--- src/core/ftp_pkg.sv ---
package ftp_pkg;
  // Clock and timing
  localparam int          CLK_HZ         = 10_000_000;
  localparam int          CLK_PERIOD_NS  = 100;
  localparam int          MS_NS          = 1_000_000;
  localparam int          CYC_PER_MS     = MS_NS / CLK_PERIOD_NS;
  localparam int          MS_PER_S       = 1000;
  localparam int          F_MAX_HZ       = 10000;
  localparam int          TOT_MAX_HZ     = 500;
  localparam int          TOT_MIN_PW_MS  = 1;
  localparam int          TOT_MIN_PER_MS = MS_PER_S / TOT_MAX_HZ;
  localparam int          ACC_W          = 24;
  ////////////////////////////////////////////////////////////////////////////
  // Register byte addresses, then output block numbers (address bits 7:5)
  localparam logic [7:0]  A_CTRL         = 8'h00;
  localparam logic [7:0]  A_STAT         = 8'h04;
  localparam logic [7:0]  A_FREQ0        = 8'h08;
  localparam logic [7:0]  A_FREQ1        = 8'h0c;
  localparam logic [2:0]  A_OUT0_BLK     = 3'h1;
  localparam logic [2:0]  A_OUT1_BLK     = 3'h2;
  // Word index inside an output block
  localparam logic [2:0]  F_CFG          = 3'h0;
  localparam logic [2:0]  F_FBASE        = 3'h1;
  localparam logic [2:0]  F_FSPAN        = 3'h2;
  localparam logic [2:0]  F_VMIN         = 3'h3;
  localparam logic [2:0]  F_VMAX         = 3'h4;
  localparam logic [2:0]  F_FVAL         = 3'h5;
  localparam logic [2:0]  F_UPP          = 3'h6;
  localparam logic [2:0]  F_PW           = 3'h7;
  ////////////////////////////////////////////////////////////////////////////
  // Configuration word fields, then control and status register bits
  localparam int          CFG_W          = 7;
  localparam int          CFG_EN         = 0;
  localparam int          CFG_MODE       = 1;
  localparam int          CFG_DRV        = 2;
  localparam int          CFG_POL        = 3;
  localparam int          CFG_ERR_LSB    = 4;
  localparam int          CFG_SRC        = 6;
  localparam int          CTRL_LINK      = 0;
  localparam int          ST_GATE        = 0;
  localparam int          ST_MERR        = 1;
  localparam int          ST_PIN_LSB     = 2;
  // Error response codes
  localparam logic [1:0]  ERR_LO         = 2'h0;
  localparam logic [1:0]  ERR_HI         = 2'h1;
  localparam logic [1:0]  ERR_HOLD       = 2'h2;
  localparam logic [1:0]  ERR_VAL        = 2'h3;
  // Reset values
  localparam logic [13:0] RST_FSPAN      = 14'h2710;
  localparam logic [15:0] RST_VMAX       = 16'hffff;
  localparam logic [15:0] RST_UPP        = 16'h0001;
  localparam logic [7:0]  RST_PW         = 8'h01;
  typedef enum logic [1:0] {TS_IDLE, TS_ACT, TS_GAP} ftp_tot_e;
endpackage

--- src/core/ftp_top.sv ---
// The register offsets and the APB slave port were left to the implementer.
`timescale 1ns/1ns
// Operation
// - Linked outputs share output 0 settings; in frequency mode output 1 lags by a quarter period.
// - Independent outputs each use their own settings block.
// - Independent outputs may run one in frequency and one in totalizer mode.
// - Frequency mode gives a continuous square wave never above 10 kHz.
// - Frequency maps linearly from base..span over parameter min..max.
// - Totalizer gives one pulse per quantity, width at least 1 ms, rate at most 500 Hz.
// - Totalizer source is only volume units or time units.
// - Totalizer pulses come only while the gate input reads open.
// - A shorted gate suppresses all totalizer pulses.
// - Each output has an off/on enable.
// - Each output has a frequency/totalizer mode select.
// - Each output has an open-drain/push-pull drive select.
// - On meter error frequency follows low, high, hold or user value.
// - Totalizer counts the set number of units before each pulse.
// - Totalizer pulse width and polarity are configurable.
module ftp_top
  import ftp_pkg::*;
#(
  parameter int MS_CYC = CYC_PER_MS,
  parameter int S_MS   = MS_PER_S
)(
  input  wire logic        pclk,
  input  wire logic        presetn,
  input  wire logic        psel,
  input  wire logic        penable,
  input  wire logic        pwrite,
  input  wire logic [7:0]  paddr,
  input  wire logic [31:0] pwdata,
  output logic [31:0]      prdata,
  output logic             pready,
  output logic             pslverr,
  input  wire logic [15:0] pv0,
  input  wire logic [15:0] pv1,
  input  wire logic [1:0]  vol_tick,
  input  wire logic        meter_err,
  input  wire logic        gate_in,
  output logic [1:0]       fto_pin,
  output logic [1:0]       fto_oe
);
  if (MS_CYC < 1 || S_MS < 1)
    $error("ftp_top: bad tick parameters");

  logic                    link_reg;
  logic [CFG_W-1:0]        cfg_reg   [2];
  logic [13:0]             fbase_reg [2];
  logic [13:0]             fspan_reg [2];
  logic [13:0]             fval_reg  [2];
  logic [15:0]             vmin_reg  [2];
  logic [15:0]             vmax_reg  [2];
  logic [15:0]             upp_reg   [2];
  logic [7:0]              pw_reg    [2];
  logic [15:0]             pv_w      [2];
  logic [13:0]             fnow_w    [2];
  logic [1:0]              wa_w;
  logic [1:0]              wb_w;
  logic [1:0]              tp_w;
  logic [1:0]              lvl_w;
  logic                    gate_m_reg;
  logic                    gate_reg;
  logic [$clog2(MS_CYC+1)-1:0] msc_reg;
  logic [$clog2(S_MS+1)-1:0]   sc_reg;
  logic                    sec_tick_reg;
  logic                    wr_w;
  logic                    blk_w;
  logic                    bi_w;
  logic [2:0]              fld_w;
  logic [31:0]             rd_w;
  logic                    err_w;

  assign pv_w[0] = pv0;
  assign pv_w[1] = pv1;

  ////////////////////////////////////////////////////////////////////////////
  // APB slave
  assign wr_w  = psel && penable && pready && pwrite;
  assign blk_w = (paddr[7:5] == A_OUT0_BLK) || (paddr[7:5] == A_OUT1_BLK);
  assign bi_w  = paddr[7:5] == A_OUT1_BLK;
  assign fld_w = paddr[4:2];

  always_comb
  begin
    rd_w  = '0;
    err_w = 1'b0;
    if (paddr[1:0] != 2'h0)
      err_w = 1'b1;
    else if (paddr == A_CTRL)
      rd_w[CTRL_LINK] = link_reg;
    else if (paddr == A_STAT)
    begin
      rd_w[ST_GATE]              = gate_reg;
      rd_w[ST_MERR]              = meter_err;
      rd_w[ST_PIN_LSB +: 2]      = lvl_w;
    end
    else if (paddr == A_FREQ0)
      rd_w[13:0] = fnow_w[0];
    else if (paddr == A_FREQ1)
      rd_w[13:0] = link_reg ? fnow_w[0] : fnow_w[1];
    else if (blk_w)
    begin
      if (fld_w == F_CFG)
        rd_w[CFG_W-1:0] = cfg_reg[bi_w];
      else if (fld_w == F_FBASE)
        rd_w[13:0] = fbase_reg[bi_w];
      else if (fld_w == F_FSPAN)
        rd_w[13:0] = fspan_reg[bi_w];
      else if (fld_w == F_VMIN)
        rd_w[15:0] = vmin_reg[bi_w];
      else if (fld_w == F_VMAX)
        rd_w[15:0] = vmax_reg[bi_w];
      else if (fld_w == F_FVAL)
        rd_w[13:0] = fval_reg[bi_w];
      else if (fld_w == F_UPP)
        rd_w[15:0] = upp_reg[bi_w];
      else
        rd_w[7:0] = pw_reg[bi_w];
    end
    else
      err_w = 1'b1;
  end

  // Answer is set up during the setup cycle, so every access has no wait
  always_ff @(posedge pclk or negedge presetn)
    if (!presetn)
    begin
      prdata  <= '0;
      pready  <= 1'b0;
      pslverr <= 1'b0;
    end
    else
    begin
      pready  <= psel && !penable;
      pslverr <= psel && !penable && err_w;
      if (psel && !penable && !pwrite)
        prdata <= rd_w;
    end

  always_ff @(posedge pclk or negedge presetn)
    if (!presetn)
      link_reg <= 1'b0;
    else if (wr_w && !pslverr && paddr == A_CTRL)
      link_reg <= pwdata[CTRL_LINK];

  ////////////////////////////////////////////////////////////////////////////
  // Gate synchroniser and seconds tick for time units
  always_ff @(posedge pclk or negedge presetn)
    if (!presetn)
    begin
      gate_m_reg <= 1'b0;
      gate_reg   <= 1'b0;
    end
    else
    begin
      gate_m_reg <= gate_in;
      gate_reg   <= gate_m_reg;
    end

  always_ff @(posedge pclk or negedge presetn)
    if (!presetn)
    begin
      msc_reg      <= '0;
      sc_reg       <= '0;
      sec_tick_reg <= 1'b0;
    end
    else
    begin
      sec_tick_reg <= 1'b0;
      if (msc_reg == ($clog2(MS_CYC+1))'(MS_CYC - 1))
      begin
        msc_reg <= '0;
        if (sc_reg == ($clog2(S_MS+1))'(S_MS - 1))
        begin
          sc_reg       <= '0;
          sec_tick_reg <= 1'b1;
        end
        else
          sc_reg <= sc_reg + 1'b1;
      end
      else
        msc_reg <= msc_reg + 1'b1;
    end

  ////////////////////////////////////////////////////////////////////////////
  // Per-output settings, generators and pin stage
  for (genvar n = 0; n < 2; n++)
  begin : g_out
    localparam int E = 0;
    logic              lk_w;
    logic [CFG_W-1:0]  c_w;
    logic              u_w;
    logic              lv_w;
    logic              wv_w;

    always_ff @(posedge pclk or negedge presetn)
      if (!presetn)
      begin
        cfg_reg[n]   <= '0;
        fbase_reg[n] <= '0;
        fspan_reg[n] <= RST_FSPAN;
        fval_reg[n]  <= '0;
        vmin_reg[n]  <= '0;
        vmax_reg[n]  <= RST_VMAX;
        upp_reg[n]   <= RST_UPP;
        pw_reg[n]    <= RST_PW;
      end
      else if (wr_w && !pslverr && blk_w && bi_w == 1'(n))
      begin
        if (fld_w == F_CFG)
          cfg_reg[n] <= pwdata[CFG_W-1:0];
        else if (fld_w == F_FBASE)
          fbase_reg[n] <= pwdata[13:0];
        else if (fld_w == F_FSPAN)
          fspan_reg[n] <= pwdata[13:0];
        else if (fld_w == F_VMIN)
          vmin_reg[n] <= pwdata[15:0];
        else if (fld_w == F_VMAX)
          vmax_reg[n] <= pwdata[15:0];
        else if (fld_w == F_FVAL)
          fval_reg[n] <= pwdata[13:0];
        else if (fld_w == F_UPP)
          upp_reg[n] <= pwdata[15:0];
        else
          pw_reg[n] <= pwdata[7:0];
      end

    // Linked: output 1 takes output 0 settings and phase-shifted wave
    assign lk_w = link_reg && n == 1;
    assign c_w  = lk_w ? cfg_reg[E] : cfg_reg[n];
    assign u_w  = c_w[CFG_SRC] ? sec_tick_reg : vol_tick[lk_w ? E : n];
    assign wv_w = lk_w ? wb_w[E] : wa_w[n];

    ftp_freq_gen #(
      .FW        (14),
      .VW        (16)
    ) u_freq (
      .pclk      (pclk),
      .presetn   (presetn),
      .ena       (cfg_reg[n][CFG_EN] && !cfg_reg[n][CFG_MODE]),
      .fbase     (fbase_reg[n]),
      .fspan     (fspan_reg[n]),
      .fval      (fval_reg[n]),
      .vmin      (vmin_reg[n]),
      .vmax      (vmax_reg[n]),
      .pv        (pv_w[n]),
      .meter_err (meter_err),
      .err_sel   (cfg_reg[n][CFG_ERR_LSB +: 2]),
      .wave_a    (wa_w[n]),
      .wave_b    (wb_w[n]),
      .freq_now  (fnow_w[n])
    );

    ftp_tot_gen #(
      .MS_CYC    (MS_CYC),
      .OW        (4)
    ) u_tot (
      .pclk      (pclk),
      .presetn   (presetn),
      .ena       (c_w[CFG_EN] && c_w[CFG_MODE]),
      .unit_tick (u_w),
      .gate_open (gate_reg),
      .upp       (lk_w ? upp_reg[E] : upp_reg[n]),
      .pw_ms     (lk_w ? pw_reg[E] : pw_reg[n]),
      .pulse     (tp_w[n])
    );

    // Idle level: low in frequency mode, inverse of polarity in totalizer
    always_comb
    begin
      lv_w = 1'b0;
      if (c_w[CFG_MODE])
        lv_w = c_w[CFG_POL] ? tp_w[n] : !tp_w[n];
      else if (c_w[CFG_EN])
        lv_w = wv_w;
    end
    assign lvl_w[n] = lv_w;

    always_ff @(posedge pclk or negedge presetn)
      if (!presetn)
      begin
        fto_pin[n] <= 1'b0;
        fto_oe[n]  <= 1'b0;
      end
      else
      begin
        fto_pin[n] <= c_w[CFG_DRV] ? lv_w : 1'b0;
        fto_oe[n]  <= c_w[CFG_DRV] ? 1'b1 : !lv_w;
      end
  end
endmodule

--- src/core/ftp_freq_gen.sv ---
`timescale 1ns/1ns
module ftp_freq_gen
  import ftp_pkg::*;
#(
  parameter int FW = 14,
  parameter int VW = 16
)(
  input  wire logic          pclk,
  input  wire logic          presetn,
  input  wire logic          ena,
  input  wire logic [FW-1:0] fbase,
  input  wire logic [FW-1:0] fspan,
  input  wire logic [FW-1:0] fval,
  input  wire logic [VW-1:0] vmin,
  input  wire logic [VW-1:0] vmax,
  input  wire logic [VW-1:0] pv,
  input  wire logic          meter_err,
  input  wire logic [1:0]    err_sel,
  output logic               wave_a,
  output logic               wave_b,
  output logic [FW-1:0]      freq_now
);
  localparam int NW = FW + VW;
  localparam logic [ACC_W-1:0] MOD   = ACC_W'(CLK_HZ);
  localparam logic [ACC_W-1:0] HALF  = ACC_W'(CLK_HZ / 2);
  // Offset that makes the second wave lag by a quarter period
  localparam logic [ACC_W-1:0] LAG   = ACC_W'(CLK_HZ - CLK_HZ / 4);
  if (F_MAX_HZ >= 2**FW || CLK_HZ >= 2**ACC_W || 4 * F_MAX_HZ > CLK_HZ)
    $error("ftp_freq_gen: widths cannot hold the frequency range");

  function automatic logic [FW-1:0] lim(input logic [FW:0] f);
    return (f > (FW+1)'(F_MAX_HZ)) ? FW'(F_MAX_HZ) : f[FW-1:0];
  endfunction

  logic [FW-1:0]          df_w;
  logic [VW-1:0]          den_w;
  logic [VW-1:0]          dv_w;
  logic [NW-1:0]          num_w;
  logic [NW-1:0]          q_reg;
  logic [VW:0]            r_reg;
  logic [VW:0]            r_sh;
  logic [VW-1:0]          den_reg;
  logic [FW-1:0]          base_reg;
  logic [$clog2(NW+1)-1:0] cnt_reg;
  logic [FW-1:0]          lin_reg;
  logic [FW-1:0]          good_reg;
  logic [FW-1:0]          tgt_w;
  logic [ACC_W-1:0]       acc_reg;
  logic [ACC_W:0]         sum_w;
  logic [ACC_W:0]         sq_w;

  // Linear map of parameter onto base..span
  assign df_w  = (fspan > fbase) ? fspan - fbase : '0;
  assign den_w = (vmax > vmin) ? vmax - vmin : '0;
  assign dv_w  = (pv <= vmin) ? '0 : (pv >= vmax) ? den_w : pv - vmin;
  assign num_w = {{VW{1'b0}}, df_w} * {{FW{1'b0}}, dv_w};
  assign r_sh  = {r_reg[VW-1:0], q_reg[NW-1]};

  always_ff @(posedge pclk or negedge presetn)
    if (!presetn)
    begin
      q_reg    <= '0;
      r_reg    <= '0;
      den_reg  <= '0;
      base_reg <= '0;
      cnt_reg  <= '0;
      lin_reg  <= '0;
    end
    else if (cnt_reg == '0)
    begin
      lin_reg  <= (den_reg == '0) ? lim({1'b0, base_reg})
                                  : lim({1'b0, base_reg} + {1'b0, q_reg[FW-1:0]});
      q_reg    <= num_w;
      r_reg    <= '0;
      den_reg  <= den_w;
      base_reg <= fbase;
      cnt_reg  <= ($clog2(NW+1))'(NW);
    end
    else
    begin
      if (r_sh >= {1'b0, den_reg})
      begin
        r_reg <= r_sh - {1'b0, den_reg};
        q_reg <= {q_reg[NW-2:0], 1'b1};
      end
      else
      begin
        r_reg <= r_sh;
        q_reg <= {q_reg[NW-2:0], 1'b0};
      end
      cnt_reg <= cnt_reg - 1'b1;
    end

  // Error response
  always_comb
  begin
    tgt_w = lin_reg;
    if (meter_err)
      case (err_sel)
        ERR_LO:   tgt_w = lim({1'b0, fbase});
        ERR_HI:   tgt_w = lim({1'b0, fspan});
        ERR_HOLD: tgt_w = good_reg;
        default:  tgt_w = lim({1'b0, fval});
      endcase
  end

  always_ff @(posedge pclk or negedge presetn)
    if (!presetn)
      good_reg <= '0;
    else if (!meter_err)
      good_reg <= lin_reg;

  // Phase accumulator wraps at the clock rate
  assign sum_w = {1'b0, acc_reg} + {{(ACC_W+1-FW){1'b0}}, freq_now};
  assign sq_w  = {1'b0, acc_reg} + {1'b0, LAG};

  always_ff @(posedge pclk or negedge presetn)
    if (!presetn)
    begin
      acc_reg  <= '0;
      freq_now <= '0;
      wave_a   <= 1'b0;
      wave_b   <= 1'b0;
    end
    else
    begin
      freq_now <= ena ? tgt_w : '0;
      acc_reg  <= !ena ? '0 : (sum_w >= {1'b0, MOD}) ? ACC_W'(sum_w - {1'b0, MOD}) : sum_w[ACC_W-1:0];
      wave_a   <= ena && (acc_reg >= HALF);
      wave_b   <= ena && (((sq_w >= {1'b0, MOD}) ? ACC_W'(sq_w - {1'b0, MOD}) : sq_w[ACC_W-1:0]) >= HALF);
    end
endmodule

--- src/core/ftp_tot_gen.sv ---
`timescale 1ns/1ns
module ftp_tot_gen
  import ftp_pkg::*;
#(
  parameter int MS_CYC = CYC_PER_MS,
  parameter int OW     = 4
)(
  input  wire logic        pclk,
  input  wire logic        presetn,
  input  wire logic        ena,
  input  wire logic        unit_tick,
  input  wire logic        gate_open,
  input  wire logic [15:0] upp,
  input  wire logic [7:0]  pw_ms,
  output logic             pulse
);
  if (MS_CYC < 1 || OW < 1)
    $error("ftp_tot_gen: bad parameters");

  ftp_tot_e                    st_reg;
  logic [15:0]                 unit_reg;
  logic [OW-1:0]               owe_reg;
  logic [$clog2(MS_CYC+1)-1:0] cyc_reg;
  logic [7:0]                  ms_reg;
  logic [7:0]                  len_w;
  logic                        run_w;
  logic                        inc_w;
  logic                        dec_w;
  logic                        ms_w;

  assign run_w = ena && gate_open;
  assign inc_w = run_w && unit_tick && (unit_reg + 16'h0001 >= upp);
  assign dec_w = run_w && st_reg == TS_IDLE && owe_reg != '0;
  assign len_w = (pw_ms < 8'(TOT_MIN_PW_MS)) ? 8'(TOT_MIN_PW_MS) : pw_ms;
  assign ms_w  = cyc_reg == ($clog2(MS_CYC+1))'(MS_CYC - 1);

  // Unit accumulation and owed pulses
  always_ff @(posedge pclk or negedge presetn)
    if (!presetn)
    begin
      unit_reg <= '0;
      owe_reg  <= '0;
    end
    else if (!run_w)
    begin
      unit_reg <= '0;
      owe_reg  <= '0;
    end
    else
    begin
      if (unit_tick)
        unit_reg <= inc_w ? '0 : unit_reg + 16'h0001;
      if (inc_w && !dec_w && owe_reg != '1)
        owe_reg <= owe_reg + 1'b1;
      else if (dec_w && !inc_w)
        owe_reg <= owe_reg - 1'b1;
    end

  // Pulse then equal gap, both at least one ms
  always_ff @(posedge pclk or negedge presetn)
    if (!presetn)
    begin
      st_reg  <= TS_IDLE;
      cyc_reg <= '0;
      ms_reg  <= '0;
      pulse   <= 1'b0;
    end
    else if (!run_w)
    begin
      st_reg  <= TS_IDLE;
      cyc_reg <= '0;
      pulse   <= 1'b0;
    end
    else
      case (st_reg)
        TS_IDLE:
          if (dec_w)
          begin
            st_reg  <= TS_ACT;
            cyc_reg <= '0;
            ms_reg  <= len_w;
            pulse   <= 1'b1;
          end
        default:
        begin
          cyc_reg <= ms_w ? '0 : cyc_reg + 1'b1;
          if (ms_w)
          begin
            ms_reg <= ms_reg - 8'h01;
            if (ms_reg == 8'h01)
            begin
              st_reg <= (st_reg == TS_ACT) ? TS_GAP : TS_IDLE;
              ms_reg <= len_w;
              pulse  <= 1'b0;
            end
          end
        end
      endcase
endmodule

--- config.mk ---
export PLATFORM = sky130hd
export DESIGN_NAME = ftp_top
export DESIGN_NICKNAME = d
export VERILOG_FILES = /design/src/core/ftp_pkg.sv /design/src/core/ftp_top.sv /design/src/core/ftp_freq_gen.sv /design/src/core/ftp_tot_gen.sv
export SDC_FILE = /design/constraint.sdc
export NUM_CORES = 2
export LEC_CHECK = 0
export ABC_AREA = 0
export BUFFER_PORTS_ARGS = -buffer_cell sky130_fd_sc_hd__buf_2
export CORE_ASPECT_RATIO = 1.1
export CORE_MARGIN = 2
export CORE_UTILIZATION = 45
export DETAILED_ROUTE_END_ITERATION = 6
export PLACE_DENSITY = 0.65
export RECOVER_POWER = 25
export REMOVE_ABC_BUFFERS = 1
export SLEW_MARGIN = 0
export SYNTH_ARGS = -nofsm -noshare
export SYNTH_HDL_FRONTEND = slang
export SYNTH_HIERARCHICAL = 1
export SYNTH_SLANG_ARGS = --single-unit
--- constraint.sdc ---
create_clock -name pclk -period 22.6 [get_ports pclk]
set_clock_uncertainty 0.2 [all_clocks]
set_input_delay 3.39 -clock pclk [delete_from_list [all_inputs] [get_ports pclk]]
set_output_delay 3.39 -clock pclk [all_outputs]
set_load 0.005 [all_outputs]
==> flow_metrics.env <==
export IMPL_status="finished with violations"
export IMPL_violations="max-capacitance violations, max-slew violations"
export IMPL_fmax_mhz=75.1
export IMPL_die_x_microns=348
export IMPL_crit_arrival_ns=13.61
export IMPL_r2r_start="vmax_reg[0]"
export IMPL_dr_pass1_iters=6
export IMPL_setup_tns_ns=0
export IMPL_rrSetupSlack_ns=11.06
export IMPL_cp_slowest_cell="o41ai_1"
export IMPL_largest_reg_flops=60
export IMPL_netlist_area_sq_um=58400
export IMPL_synthCells=6568
export IMPL_die_y_microns=382
export IMPL_antenna_found_initial=5
export IMPL_power_density_nw_per_um2=54.3
export IMPL_cts_setup_buffers=0
export IMPL_core_area_sq_um=129000
export IMPL_worst_setup_path_type="in2reg"
export IMPL_dieArea_sq_um=133000
export IMPL_cts_root_buffer="clkbuf_16"
export IMPL_period_needed_ns=13.32
export IMPL_fin_area_sq_um=63000
export IMPL_clock_latency_ns=0.70
export IMPL_worstMarginPinSlew_ns=4.90
export IMPL_clk_path_buf_depth=3
export IMPL_ys_warn_count=6
export IMPL_relSlewSlack_pct=-226
export IMPL_cts_buffers=79
export IMPL_num_rows=138
export IMPL_leakagePower_nw=29.3
export IMPL_finalSetupViolations=0
export IMPL_wire_per_inst_microns=20.9
export IMPL_syn_area_per_cell_sq_um=8.90
export IMPL_grt_total_usage_pct=26.2
export IMPL_initial_core_util_pct=45.4
export IMPL_drt_iter0_markers=4155
export IMPL_drt_wl_total_mm=173
export IMPL_peakVddDrop_v=0.0000606
export IMPL_viasPerCell=5.89
export IMPL_clkTransAtPathRegs_ns=0.06
export IMPL_cp_common_cell="fa_1"
export IMPL_cp_required_ns=22.89
export IMPL_hold_path_endpoint="gate_reg"
export IMPL_rsz0062_at_grt="no"
export IMPL_ant_nets=0
export IMPL_cts_tree="yes"
export IMPL_vias=48722
export IMPL_gp_congestion=0.969
export IMPL_max_cap_violations=8
export IMPL_htreeDepth=3
export IMPL_holdBufCountCts=0
export IMPL_rr_worst_depth=39
export IMPL_n_fill_cell=12180
export IMPL_syn_to_final_growth_pct=7.74
export IMPL_final_seq_area_sq_um=16200
export IMPL_grt_max_degree=153
export IMPL_slowest_delay_ns=0.65
export IMPL_layout_drive_gt1_share_pct=10.4
export IMPL_hold_class="reg2reg"
export IMPL_r2r_end="g_out[1].u_freq/q_reg[29]"
export IMPL_finalMaxSlewViolations=470
export IMPL_final_nets=7394
export IMPL_overflow=0
export IMPL_drc_errors=0
export IMPL_start_kind="input pin"
export IMPL_grt_pass1_vias=48452
export IMPL_place_area_sq_um=60300
export IMPL_endpoint_kind="flip-flop"
export IMPL_io_pins=119
export IMPL_multi_input_area_sq_um=38500
export IMPL_hold_viol_final=0
export IMPL_grt_pass1_wl_mm=275
export IMPL_hold_path_depth=0
export IMPL_ctsResizeCount=0
export IMPL_cts_sinks=645
export IMPL_crit_fanout=19
export IMPL_port_buffers=86
export IMPL_hp_start="gate_m_reg"
export IMPL_post_dp_hpwl_mm=133
export IMPL_post_route_period_util_pct=58.9
-- placed cells by master (no fill, tap or decap), types with 26 or more instances in the layout --
master       n
mux2_2     254
a21oi_1    279
and3_1      55
mux2i_1     63
a211oi_1    50
nand4_1     78
o21a_1      43
and2_1      82
xnor2_1    158
a21o_1     112
nor2_1     473
nand2b_1    93
nand3b_1    26
or3_1       42
buf_2       83
o31ai_1     48
a21boi_0    26
dfrtp_1    598
nor3_1     160
ha_1       454
nor4_1      45
xor2_1     130
fa_1       344
a31oi_1     61
dfstp_2     44
o211ai_1    31
o21ai_0    370
clkbuf_1    26
nor2b_1     73
nand3_1    158
buf_4       40
inv_1      672
nand2_1    766
clkbuf_16   80
-- area by class of cell --
| class | count | share of cell area, % |
|---|---|---|
| diodes | 5 | 0.0199 |
| well taps | 1680 | 3.34 |
| inverters | 673 | 4.01 |
| clock buffers | 111 | 3.65 |
| multi-input cells | 4979 | 61.2 |
| repair buffers | 137 | 1.25 |
| clock inverters | 36 | 0.862 |
| flip-flops and latches | 645 | 25.7 |
-- metrics by stage --
step                      worst slack [ns]  util (%)  cells  total power, mW  hold slack, ns
after global placement                8.84      46.8   8114             2.04           0.143
after detailed placement              8.74      46.8   8114             2.06           0.136
after floorplan                       9.79         -   6297             1.82           0.131
final                                 9.28      48.9   8266             3.42           0.158
after CTS                             9.44      49.0   8261             3.45           0.159
after global routing                  8.74      48.9   8261             3.61           0.174
-- worst max path at each step --
stage	depth (start not counted)	endpoint	slack, ns	start
2_1_floorplan	36	g_out[1].u_freq/q_reg[29]	9.79	pv1[0]
3_3_place_gp	37	g_out[0].u_freq/q_reg[28]	8.84	pv0[0]
3_5_place_dp	37	g_out[0].u_freq/q_reg[28]	8.74	pv0[0]
4_1_cts	37	g_out[0].u_freq/q_reg[28]	9.44	pv0[0]
5_1_grt	37	g_out[0].u_freq/q_reg[28]	8.74	pv0[0]
6_report	37	g_out[0].u_freq/q_reg[28]	9.28	pv0[0]
-- report_power, final --
group,leakage [nW],switching [mW],internal [mW],total [mW]
combinational,19.3,0.491,0.298,0.789
sequential,8.58,0.0425,1.22,1.26
clock,1.37,0.565,0.805,1.37
total,29.3,1.10,2.32,3.42
-- layer usage --
layer / part of all wire, % / global-route usage, %
met1: 43 / 35.1
met3: 6.8 / 3.90
met4: 4.3 / 11.2
met5: 0.0069 / 0
met2: 46 / 42.2
-- worst max-delay path: cells and delay by family --
kind,cells,cell delay (ns)
AO/OA/AOI/OAI,17,4.82
AND/OR/NAND/NOR,2,0.35
XOR/XNOR,1,0.15
buffers and inverters,8,0.81
adder cells (fa/ha/maj),9,4.09
Power figures use the tool's default switching activity.
